File: config.mk
export PLATFORM = sky130hd
export DESIGN_NAME = asc_regs
export DESIGN_NICKNAME = d
export VERILOG_FILES = /design/src/asc_pkg.sv /design/src/asc_regs.sv
export SDC_FILE = /design/constraint.sdc
export NUM_CORES = 1
export LEC_CHECK = 0
export BUFFER_PORTS_ARGS = -buffer_cell sky130_fd_sc_hd__buf_4
export CORE_MARGIN = 2
export CORE_UTILIZATION = 58
export DETAILED_ROUTE_END_ITERATION = 10
export PLACE_DENSITY = 0.8
export REMOVE_ABC_BUFFERS = 1
export SYNTH_ARGS = -nofsm -noshare
export SYNTH_HDL_FRONTEND = slang
export SYNTH_SLANG_ARGS = --single-unit
File: constraint.sdc
create_clock -name aclk -period 2.7 [get_ports aclk]
set_clock_uncertainty 0.05 [all_clocks]
set_input_delay 0.135 -clock aclk [delete_from_list [all_inputs] [get_ports aclk]]
set_output_delay 0.135 -clock aclk [all_outputs]
set_load 0.01 [all_outputs]
File: src/asc_pkg.sv
package asc_pkg;
   // register indices; byte address is four times the index
   localparam int unsigned AXI_AW = 12;
   localparam logic [9:0] IDX_DATA = 10'h3f8;
   localparam logic [9:0] IDX_IER = 10'h3f9;
   localparam logic [9:0] IDX_IIR = 10'h3fa;
   localparam logic [9:0] IDX_LCR = 10'h3fb;
   localparam logic [9:0] IDX_MCR = 10'h3fc;
   localparam logic [9:0] IDX_LSR = 10'h3fd;
   localparam logic [9:0] IDX_MSR = 10'h3fe;
   localparam logic [9:0] IDX_SCR = 10'h3ff;
   localparam logic [6:0] IDX_BLOCK = 7'h7f;
   // line format and modem control fields
   localparam int unsigned LCR_DIVISOR_SELECT_BIT = 7;
   localparam int unsigned LCR_BRK = 6;
   localparam int unsigned LCR_STICK = 5;
   localparam int unsigned LCR_EVEN = 4;
   localparam int unsigned LCR_PEN = 3;
   localparam int unsigned LCR_STB = 2;
   localparam int unsigned MCR_LOOP = 4;
   // interrupt enable fields
   localparam int unsigned IER_MS = 3;
   localparam int unsigned IER_RLS = 2;
   localparam int unsigned IER_TX_HOLDING_EMPTY_FLAG = 1;
   localparam int unsigned IER_RDA = 0;
   // identification codes, highest priority first; then bus response codes
   localparam logic [1:0] ID_RLS = 2'h3;
   localparam logic [1:0] ID_RDA = 2'h2;
   localparam logic [1:0] ID_TX_HOLDING_EMPTY_FLAG = 2'h1;
   localparam logic [1:0] ID_MS = 2'h0;
   localparam logic [1:0] RESP_OKAY = 2'h0;
   localparam logic [1:0] RESP_SLVERR = 2'h2;
   // sixteen baud ticks per bit
   localparam logic [4:0] TICK_MID = 5'h07;
   localparam logic [4:0] TICK_LAST = 5'h0f;
   localparam logic [4:0] TICK_STOP15 = 5'h17;
   localparam logic [4:0] TICK_STOP2 = 5'h1f;

   typedef enum logic [2:0] {
      TX_IDLE = 3'b000,
      TX_START = 3'b001,
      TX_DATA = 3'b010,
      TX_PAR = 3'b011,
      TX_STOP = 3'b100
   } asc_tx_e;

   typedef enum logic [2:0] {
      RX_IDLE = 3'b000,
      RX_START = 3'b001,
      RX_DATA = 3'b010,
      RX_PAR = 3'b011,
      RX_STOP = 3'b100,
      RX_BRK = 3'b101
   } asc_rx_e;

   typedef struct packed {
      logic aw_done;
      logic [9:0] aw_idx;
      logic w_done;
      logic [7:0] w_data;
      logic w_en;
      logic bvalid;
      logic [1:0] bresp;
      logic rvalid;
      logic [7:0] rdata;
      logic [1:0] rresp;
      logic [7:0] rbr;
      logic [7:0] transmit_holding;
      logic [7:0] dll;
      logic [7:0] dlm;
      logic [3:0] ier;
      logic [7:0] lcr;
      logic [4:0] modem_output_control;
      logic [7:0] scr;
      logic dr;
      logic oe;
      logic pe;
      logic fe;
      logic bi;
      logic tx_holding_empty_flag;
      logic tx_holding_empty_flag_ip;
      logic frz;
      logic [1:0] frz_id;
      logic irq;
      logic [3:0] msr_d;
      logic [3:0] ms_prev;
      logic [15:0] baud_cnt;
      asc_tx_e tx_st;
      logic [7:0] tx_sh;
      logic [4:0] tx_cnt;
      logic [2:0] tx_bit;
      logic tx_par;
      logic tx_out;
      logic tx_pin;
      asc_rx_e rx_st;
      logic [7:0] rx_sh;
      logic [4:0] rx_cnt;
      logic [2:0] rx_bit;
      logic rx_pbit;
      logic rx_zero;
   } asc_state_s;

   localparam asc_state_s ST_RST = '{
      tx_st: TX_IDLE,
      rx_st: RX_IDLE,
      tx_holding_empty_flag: 1'b1,
      tx_out: 1'b1,
      tx_pin: 1'b1,
      default: '0
   };
endpackage

File: src/asc_regs.sv
// Our own choice: the AXI4-Lite register port.
`timescale 1ns/1ps
module asc_regs (
   // clock and reset
   input wire logic aclk,
   input wire logic aresetn,
   // write address
   input wire logic awvalid,
   output logic awready,
   input wire logic [asc_pkg::AXI_AW-1:0] awaddr,
   // write data
   input wire logic wvalid,
   output logic wready,
   input wire logic [31:0] wdata,
   input wire logic [3:0] wstrb,
   // write response
   output logic bvalid,
   input wire logic bready,
   output logic [1:0] bresp,
   // read address
   input wire logic arvalid,
   output logic arready,
   input wire logic [asc_pkg::AXI_AW-1:0] araddr,
   // read data
   output logic rvalid,
   input wire logic rready,
   output logic [31:0] rdata,
   output logic [1:0] rresp,
   // serial line
   output logic serial_tx_pin,
   input wire logic serial_rx_pin,
   // modem lines, active low
   input wire logic cts_in_n,
   input wire logic dsr_in_n,
   input wire logic carrier_detect_in_n,
   input wire logic ring_in_n,
   output logic dtr_out_n,
   output logic rts_out_n,
   output logic user_out1_n,
   output logic user_out2_n,
   // interrupt
   output logic irq_out
);
   import asc_pkg::*;

   asc_state_s s;
   asc_state_s next_s;

   logic divisor_select_bit;
   logic loop;
   logic tick;
   logic rx_in;
   logic [1:0] wl;
   logic [2:0] last_bit;
   logic [4:0] stop_last;
   logic [15:0] div;
   logic [3:0] ms_cur;
   logic [3:0] pv;
   logic any_p;
   logic [1:0] live_id;
   logic [1:0] rep_id;
   logic [9:0] ar_idx;
   logic ar_ok;
   logic wr_ok;
   logic do_wr;
   logic wr_thr;
   logic rbr_rd;
   logic temt;

   function automatic logic par_bit(input logic [7:0] d,
                                    input logic [7:0] lcr);
      logic [7:0] m;
      m = 8'hff >> (2'h3 - lcr[1:0]);
      if (lcr[LCR_STICK]) begin
         return ~lcr[LCR_EVEN];
      end
      return (^(d & m)) ^ ~lcr[LCR_EVEN];
   endfunction

   assign divisor_select_bit = s.lcr[LCR_DIVISOR_SELECT_BIT];
   assign loop = s.modem_output_control[MCR_LOOP];
   assign wl = s.lcr[1:0];
   assign last_bit = {1'b1, wl};
   // 1.5 stop bits only with five-bit characters
   assign stop_last = !s.lcr[LCR_STB] ? TICK_LAST :
                      (wl == 2'h0) ? TICK_STOP15 : TICK_STOP2;
   assign div = {s.dlm, s.dll};
   // a zero divisor stops the generator instead of dividing by 65536
   assign tick = (div != 16'h0000) && (s.baud_cnt <= 16'h0001);
   assign rx_in = loop ? s.tx_out : serial_rx_pin;
   // order dcd, ri, dsr, cts
   assign ms_cur = loop ? {s.modem_output_control[3], s.modem_output_control[2], s.modem_output_control[0], s.modem_output_control[1]} :
                   ~{carrier_detect_in_n, ring_in_n, dsr_in_n,
                     cts_in_n};
   assign temt = s.tx_holding_empty_flag && (s.tx_st == TX_IDLE);

   assign pv[ID_RLS] = s.ier[IER_RLS] &&
                       (s.oe || s.pe || s.fe || s.bi);
   assign pv[ID_RDA] = s.ier[IER_RDA] && s.dr;
   assign pv[ID_TX_HOLDING_EMPTY_FLAG] = s.ier[IER_TX_HOLDING_EMPTY_FLAG] && s.tx_holding_empty_flag_ip;
   assign pv[ID_MS] = s.ier[IER_MS] && (s.msr_d != 4'h0);
   assign any_p = (pv != 4'h0);
   assign live_id = pv[ID_RLS] ? ID_RLS :
                    pv[ID_RDA] ? ID_RDA :
                    pv[ID_TX_HOLDING_EMPTY_FLAG] ? ID_TX_HOLDING_EMPTY_FLAG : ID_MS;
   assign rep_id = (s.frz && pv[s.frz_id]) ? s.frz_id : live_id;

   assign ar_idx = araddr[AXI_AW-1:2];
   assign ar_ok = (ar_idx[9:3] == IDX_BLOCK);
   assign wr_ok = (s.aw_idx[9:3] == IDX_BLOCK);
   assign do_wr = s.aw_done && s.w_done && !s.bvalid;
   assign wr_thr = do_wr && wr_ok && s.w_en && !divisor_select_bit &&
                   (s.aw_idx == IDX_DATA);
   assign rbr_rd = arvalid && !s.rvalid && !divisor_select_bit &&
                   (ar_idx == IDX_DATA);

   assign awready = !s.aw_done && !s.bvalid;
   assign wready = !s.w_done && !s.bvalid;
   assign arready = !s.rvalid;
   assign bvalid = s.bvalid;
   assign bresp = s.bresp;
   assign rvalid = s.rvalid;
   assign rdata = {24'h000000, s.rdata};
   assign rresp = s.rresp;
   assign serial_tx_pin = s.tx_pin;
   // loopback disconnects the modem outputs, leaving them inactive
   assign dtr_out_n = !(s.modem_output_control[0] && !loop);
   assign rts_out_n = !(s.modem_output_control[1] && !loop);
   assign user_out1_n = !(s.modem_output_control[2] && !loop);
   assign user_out2_n = !(s.modem_output_control[3] && !loop);
   assign irq_out = s.irq;

   always_comb begin
      next_s = s;
      // software side first, so hardware sets below win
      if (awvalid && awready) begin
         next_s.aw_done = 1'b1;
         next_s.aw_idx = awaddr[AXI_AW-1:2];
      end
      if (wvalid && wready) begin
         next_s.w_done = 1'b1;
         next_s.w_data = wdata[7:0];
         next_s.w_en = wstrb[0];
      end
      if (s.bvalid && bready) begin
         next_s.bvalid = 1'b0;
      end
      if (s.frz && !pv[s.frz_id]) begin
         next_s.frz = 1'b0;
      end
      if (do_wr) begin
         next_s.aw_done = 1'b0;
         next_s.w_done = 1'b0;
         next_s.bvalid = 1'b1;
         next_s.bresp = wr_ok ? RESP_OKAY : RESP_SLVERR;
         if (wr_ok && s.w_en) begin
            case (s.aw_idx)
               IDX_DATA: begin
                  if (divisor_select_bit) begin
                     next_s.dll = s.w_data;
                  end else begin
                     next_s.transmit_holding = s.w_data;
                     next_s.tx_holding_empty_flag = 1'b0;
                     next_s.tx_holding_empty_flag_ip = 1'b0;
                  end
               end
               IDX_IER: begin
                  if (divisor_select_bit) begin
                     next_s.dlm = s.w_data;
                  end else begin
                     next_s.ier = s.w_data[3:0];
                     // enabling while already empty reports at once
                     if (s.w_data[IER_TX_HOLDING_EMPTY_FLAG] && !s.ier[IER_TX_HOLDING_EMPTY_FLAG] &&
                         s.tx_holding_empty_flag) begin
                        next_s.tx_holding_empty_flag_ip = 1'b1;
                     end
                  end
               end
               IDX_LCR: next_s.lcr = s.w_data;
               IDX_MCR: next_s.modem_output_control = s.w_data[4:0];
               IDX_LSR: begin
                  if (loop) begin
                     next_s.dr = s.w_data[0];
                     next_s.oe = s.w_data[1];
                     next_s.pe = s.w_data[2];
                     next_s.fe = s.w_data[3];
                     next_s.bi = s.w_data[4];
                     next_s.tx_holding_empty_flag = s.w_data[5];
                     if (s.w_data[5] && !s.tx_holding_empty_flag) begin
                        next_s.tx_holding_empty_flag_ip = 1'b1;
                     end
                  end
               end
               IDX_MSR: begin
                  if (loop) begin
                     next_s.msr_d = s.w_data[3:0];
                  end
               end
               IDX_SCR: next_s.scr = s.w_data;
               default: begin
               end
            endcase
         end
      end
      if (s.rvalid && rready) begin
         next_s.rvalid = 1'b0;
      end
      if (arvalid && !s.rvalid) begin
         next_s.rvalid = 1'b1;
         next_s.rresp = ar_ok ? RESP_OKAY : RESP_SLVERR;
         next_s.rdata = 8'h00;
         case (ar_idx)
            IDX_DATA: begin
               next_s.rdata = divisor_select_bit ? s.dll : s.rbr;
               if (!divisor_select_bit) begin
                  next_s.dr = 1'b0;
               end
            end
            IDX_IER: next_s.rdata = divisor_select_bit ? s.dlm : {4'h0, s.ier};
            IDX_IIR: begin
               next_s.rdata = {5'h00, rep_id, !any_p};
               next_s.frz = any_p;
               next_s.frz_id = rep_id;
               if (any_p && rep_id == ID_TX_HOLDING_EMPTY_FLAG) begin
                  next_s.tx_holding_empty_flag_ip = 1'b0;
               end
            end
            IDX_LCR: next_s.rdata = s.lcr;
            IDX_MCR: next_s.rdata = {3'h0, s.modem_output_control};
            IDX_LSR: begin
               next_s.rdata = {1'b0, temt, s.tx_holding_empty_flag, s.bi, s.fe, s.pe,
                               s.oe, s.dr};
               next_s.oe = 1'b0;
               next_s.pe = 1'b0;
               next_s.fe = 1'b0;
               next_s.bi = 1'b0;
            end
            IDX_MSR: begin
               next_s.rdata = {ms_cur, s.msr_d};
               next_s.msr_d = 4'h0;
            end
            IDX_SCR: next_s.rdata = s.scr;
            default: next_s.rdata = 8'h00;
         endcase
      end
      // baud generator
      if (do_wr && wr_ok && s.w_en && divisor_select_bit &&
          (s.aw_idx == IDX_DATA || s.aw_idx == IDX_IER)) begin
         next_s.baud_cnt = {next_s.dlm, next_s.dll};
      end else if (tick) begin
         next_s.baud_cnt = div;
      end else if (div != 16'h0000) begin
         next_s.baud_cnt = s.baud_cnt - 16'h0001;
      end
      // transmitter
      if (tick) begin
         next_s.tx_cnt = s.tx_cnt + 5'h01;
      end
      unique case (s.tx_st)
         TX_IDLE: begin
            // a write in the same cycle would be lost, so wait one
            if (!s.tx_holding_empty_flag && !wr_thr) begin
               next_s.tx_sh = s.transmit_holding;
               next_s.tx_holding_empty_flag = 1'b1;
               next_s.tx_holding_empty_flag_ip = 1'b1;
               next_s.tx_par = par_bit(s.transmit_holding, s.lcr);
               next_s.tx_out = 1'b0;
               next_s.tx_cnt = 5'h00;
               next_s.tx_bit = 3'h0;
               next_s.tx_st = TX_START;
            end
         end
         TX_START: begin
            if (tick && s.tx_cnt == TICK_LAST) begin
               next_s.tx_cnt = 5'h00;
               next_s.tx_out = s.tx_sh[0];
               next_s.tx_st = TX_DATA;
            end
         end
         TX_DATA: begin
            if (tick && s.tx_cnt == TICK_LAST) begin
               next_s.tx_cnt = 5'h00;
               if (s.tx_bit == last_bit) begin
                  next_s.tx_st = s.lcr[LCR_PEN] ? TX_PAR : TX_STOP;
                  next_s.tx_out = s.lcr[LCR_PEN] ? s.tx_par : 1'b1;
               end else begin
                  next_s.tx_bit = s.tx_bit + 3'h1;
                  next_s.tx_sh = s.tx_sh >> 1;
                  next_s.tx_out = s.tx_sh[1];
               end
            end
         end
         TX_PAR: begin
            if (tick && s.tx_cnt == TICK_LAST) begin
               next_s.tx_cnt = 5'h00;
               next_s.tx_out = 1'b1;
               next_s.tx_st = TX_STOP;
            end
         end
         TX_STOP: begin
            if (tick && s.tx_cnt == stop_last) begin
               next_s.tx_st = TX_IDLE;
            end
         end
         default: next_s.tx_st = TX_IDLE;
      endcase
      if (loop) begin
         next_s.tx_pin = 1'b1;
      end else if (s.lcr[LCR_BRK]) begin
         next_s.tx_pin = 1'b0;
      end else begin
         next_s.tx_pin = next_s.tx_out;
      end
      // receiver
      if (tick) begin
         next_s.rx_cnt = s.rx_cnt + 5'h01;
      end
      unique case (s.rx_st)
         RX_IDLE: begin
            if (tick && !rx_in) begin
               next_s.rx_cnt = 5'h00;
               next_s.rx_st = RX_START;
            end
         end
         RX_START: begin
            // a start bit shorter than half a bit is noise
            if (tick && s.rx_cnt == TICK_MID) begin
               next_s.rx_cnt = 5'h00;
               next_s.rx_bit = 3'h0;
               next_s.rx_sh = 8'h00;
               next_s.rx_zero = 1'b1;
               next_s.rx_st = rx_in ? RX_IDLE : RX_DATA;
            end
         end
         RX_DATA: begin
            if (tick && s.rx_cnt == TICK_LAST) begin
               next_s.rx_cnt = 5'h00;
               next_s.rx_sh[s.rx_bit] = rx_in;
               next_s.rx_zero = s.rx_zero && !rx_in;
               if (s.rx_bit == last_bit) begin
                  next_s.rx_st = s.lcr[LCR_PEN] ? RX_PAR : RX_STOP;
               end else begin
                  next_s.rx_bit = s.rx_bit + 3'h1;
               end
            end
         end
         RX_PAR: begin
            if (tick && s.rx_cnt == TICK_LAST) begin
               next_s.rx_cnt = 5'h00;
               next_s.rx_pbit = rx_in;
               next_s.rx_zero = s.rx_zero && !rx_in;
               next_s.rx_st = RX_STOP;
            end
         end
         RX_STOP: begin
            // only the first stop bit is checked
            if (tick && s.rx_cnt == TICK_LAST) begin
               next_s.rbr = s.rx_sh;
               next_s.dr = 1'b1;
               if (s.dr && !rbr_rd) begin
                  next_s.oe = 1'b1;
               end
               if (s.lcr[LCR_PEN] &&
                   s.rx_pbit != par_bit(s.rx_sh, s.lcr)) begin
                  next_s.pe = 1'b1;
               end
               if (!rx_in) begin
                  next_s.fe = 1'b1;
               end
               if (s.rx_zero && !rx_in) begin
                  next_s.bi = 1'b1;
                  next_s.rx_st = RX_BRK;
               end else begin
                  next_s.rx_st = RX_IDLE;
               end
            end
         end
         RX_BRK: begin
            if (rx_in) begin
               next_s.rx_st = RX_IDLE;
            end
         end
         default: next_s.rx_st = RX_IDLE;
      endcase
      // modem status deltas
      next_s.ms_prev = ms_cur;
      next_s.msr_d[0] = next_s.msr_d[0] ||
                        (ms_cur[0] != s.ms_prev[0]);
      next_s.msr_d[1] = next_s.msr_d[1] ||
                        (ms_cur[1] != s.ms_prev[1]);
      next_s.msr_d[2] = next_s.msr_d[2] ||
                        (s.ms_prev[2] && !ms_cur[2]);
      next_s.msr_d[3] = next_s.msr_d[3] ||
                        (ms_cur[3] != s.ms_prev[3]);
      next_s.irq = any_p;
   end

   always_ff @(posedge aclk) begin
      if (!aresetn) begin
         s <= ST_RST;
      end else begin
         s <= next_s;
      end
   end
endmodule

==> qor_table.md <==
| Quantity | This run |
|---|---|
| Clock tree root driver cell | clkbuf_16 |
| Drt initial violations | 803 |
| Post-synthesis async set-or-reset flop share | 0% |
| Cell with the most instances after synthesis | nand2_1 |
| Flip-flop and latch count after synthesis | 168 |
| Final non-filler cell total | 1455 |
| Number of synthesized flops with an enable pin | 0 |
| TritonCTS buffer count | 17 |
| Number of antenna violations at the first check in global routing | 0 |
| Clock Sink Count | 168 |
| Least-Margin Pin Slew | 864 ps |
| Total placed cells including tap cells | 1397 |
| Fraction of final layout cells with drive strength greater than 1 | 14.4% |
| Startpoint class of the critical path | register |
| Proportion of synthesized chip area in sequential cells | 37.1% |
| Largest net degree at the start of global routing | 52 |
| Fraction of synthesized cell area taken by the top area cell type | 37.1% |
| Port-buffer cells | 61 |
| Top cells by count, synth | 184 x nand2_1, 168 x dfxtp_1, 120 x nor2_1, 110 x a21oi_1, 63 x mux2i_1 |
| Global-route wire length before repair | 39.8 mm |
| Synthesized cell area | 9060 um2 |
| Count of antenna diodes in the layout | 0 |
| Main flop type after synthesis | dfxtp_1 |
| Worst skew pair latency | 430 ps |
| DIE WIDTH | 129 um |
| Post-Route WL | 24.9 mm |
| CTS HTree Levels | 4 |
| Gr usage total | 30.2% |
| Signed area change from the synthesized netlist to the final layout | 16.8% |
| Cell with the largest stage delay on the worst path | or4b_4 |
| Post-Route Setup TNS | 0 ps |
| Class of the most critical setup path | register to register |
| Cell taking the most area after synthesis | dfxtp_1 |
| Critical path peak fanout | 13 |
| Worst EP required | 3000 ps |
| RR Startpoint | s[43]$_SDFFE_PN0P_ |
| Cell variety after synth | 69 |
| Clock Path Buffers | 2 |
| Clock transition at the registers of the reported paths | 60 ps |
| Peak ir drop on the vdd network | 0.446 mV |
| Delay of the slowest cell on the worst path | 640 ps |
| Synthesized area per cell | 7.82 um2 |
| Final Hold Fails | 0 |
| Power density of the placed cells | 499 nW/um2 |
| Crit-path leading delay family | simple AND/OR/NAND/NOR gates |
| Vias after detailed routing | 8668 |
| Global route overflow | 0 |
| Number of detailed-routing iterations run before antenna repair | 6 |
| Core Region | 15300 um2 |
| WL per Instance | 17.1 um |
| Number of nets at the end of the flow | 1313 |
| Min Tclk post-route | 2510 ps |
| Setup repair after global routing missed its margin | no |
| Min setup slack post-route | 190 ps |
| Clock tree from TritonCTS | built |
| WP buf/inv | 2 |
| Worst min-delay path class | input port to register |
| # setup viols final | 0 |
| Die ar. | 16600 um2 |
| Result of the run | completed |
| Post-detailed-route DRC marker count | 0 |
| Hpwl dp | 16.8 mm |
| Final ANT Viol Nets | 0 |
| Final weighted congestion in routability-driven placement | 0.889 |
| Instance count of the mapped netlist | 1159 |
| Mean number of vias per cell | 5.96 |
| Pre-CTS setup slack | 111 ps |
| CP cell instances | inv_1, ha_1, nor2_1, nand4bb_1, or4b_4, nand2_1, o21ai_1, buf_12, or3_1, a21oi_1 |
| Die boundary height | 129 um |
| Portion of the clock cycle consumed by the worst path in the final layout | 93.0% |
| Kind of end point of the critical path | register |
| Startpoint of the tightest hold check path | cts_in_n |
| Via count of the first global-routing pass | 7772 |
| Critical path arrival | 2810 ps |
| Max Clk Rate | 398 MHz |
| Max-Slew Margin vs Limit | 41.9% |
| Final Slew Violations | 0 |
| Number of top-level pins | 119 |
| Cell types occupying the most area after synthesis | dfxtp_1 37%, nand2_1 7.6%, mux2i_1 7.0% |
| Site Rows | 45 |
| P_leak | 4.09 nW |
| Initial cell density of the core | 59.4% |
| Max-cap violations | 0 |
| Worst setup path startpoint | s[43]$_SDFFE_PN0P_ |
| Final Power | 5.29 mW |
| Total number of yosys warnings | 0 |
-- sequential cells by signal (all words and copies together) (netlist names) --
name and count:
rdata 8, rvalid 1, divisor_select_bit 1, last_bit 2
loop 1, s 134, irq_out 1, bresp 1
div 16, rresp 1, bvalid 1, serial_tx_pin 1
-- final timing paths --
check,end,slack [ps],cells past startpoint
min reg2reg,s[0]$_SDFFE_PN0P_,400,2
max reg2reg,s[26]$_SDFFE_PN0P_,190,10
min,s[59]$_SDFF_PN0_,20,3
max,s[26]$_SDFFE_PN0P_,190,10
-- cells in the final DEF, fill, tap and decap left out, types with 11 or more instances in the layout --
cell,count
dlygate4sd3_1,24
nand2b_1,18
nor3_1,26
conb_1,26
nand3_1,30
nor2_1,120
inv_1,30
dfxtp_1,168
xnor2_1,18
and2_1,11
nand2_1,184
mux2i_1,63
clkbuf_16,17
buf_4,111
o21ai_0,55
a21oi_1,109
-- final cells by class --
| type | count | area [um2] |
|---|---|---|
| Clock buffer | 22 | 474 |
| Clock inverter | 8 | 97.6 |
| Inverter | 31 | 119 |
| Tap cell | 211 | 264 |
| Timing Repair Buffer | 138 | 1120 |
| Sequential cell | 168 | 3360 |
| Fill cell | 1215 | 4670 |
| Multi-Input combinational cell | 877 | 5150 |
-- report_power, final --
group	switching [mW]	internal (mW)	total [mW]
Sequential	0.0551	2.51	2.57
Combinational	0.191	0.132	0.323
Clock	0.979	1.42	2.40
Total	1.22	4.06	5.29
-- worst register-to-register path, stage by stage (launching register included) --
cell	delay [ps]
dfxtp_1	340
inv_1	100
ha_1	170
nor2_1	50
nand4bb_1	250
or4b_4	640
nand2_1	90
o21ai_1	100
buf_12	180
or3_1	310
a21oi_1	150
-- routing by layer --
| layer | routed length [um] | track usage (%) |
|---|---|---|
| met5 | 0 | 0 |
| met1 | 10800 | 41.6 |
| met4 | 655 | 11.1 |
| met3 | 2030 | 5.37 |
| met2 | 11400 | 47.8 |
-- metrics by stage --
step	instance area [um2]	hold slack (ps)	utilization, %
after CTS	10500	20.2	69.1
after global routing	10600	58.0	69.4
final	10600	19.8	69.4
after global placement	9730	272	63.7
after detailed placement	9730	277	63.7
after floorplan	8610	147	-
-- cells by family (layout without fill, tap and decap cells) --
| group | after synthesis | after routing | synth area share (%) |
|---|---|---|---|
| multiplexers | 72 | 72 | 8.45 |
| XOR/XNOR | 25 | 25 | 2.42 |
| flip-flops | 168 | 168 | 37.1 |
| adder cells (fa/ha/maj) | 8 | 8 | 1.10 |
| buffers and inverters | 139 | 199 | 7.36 |
| AO/OA/AOI/OAI | 275 | 275 | 18.8 |
| other | 1 | 26 | 0.0414 |
| AND/OR/NAND/NOR | 471 | 471 | 24.7 |
-- what timing repair did --
| action | 4_1_cts | 5_1_grt |
|---|---|---|
| hold buffers | 24 | 0 |
| setup buffers | 0 | 4 |
| setup endpoints to repair | 0 | 15 |
| hold endpoints to repair | 25 | 0 |
| resized for setup | 0 | 7 |
Note: power is estimated with default switching activity, not from simulation.
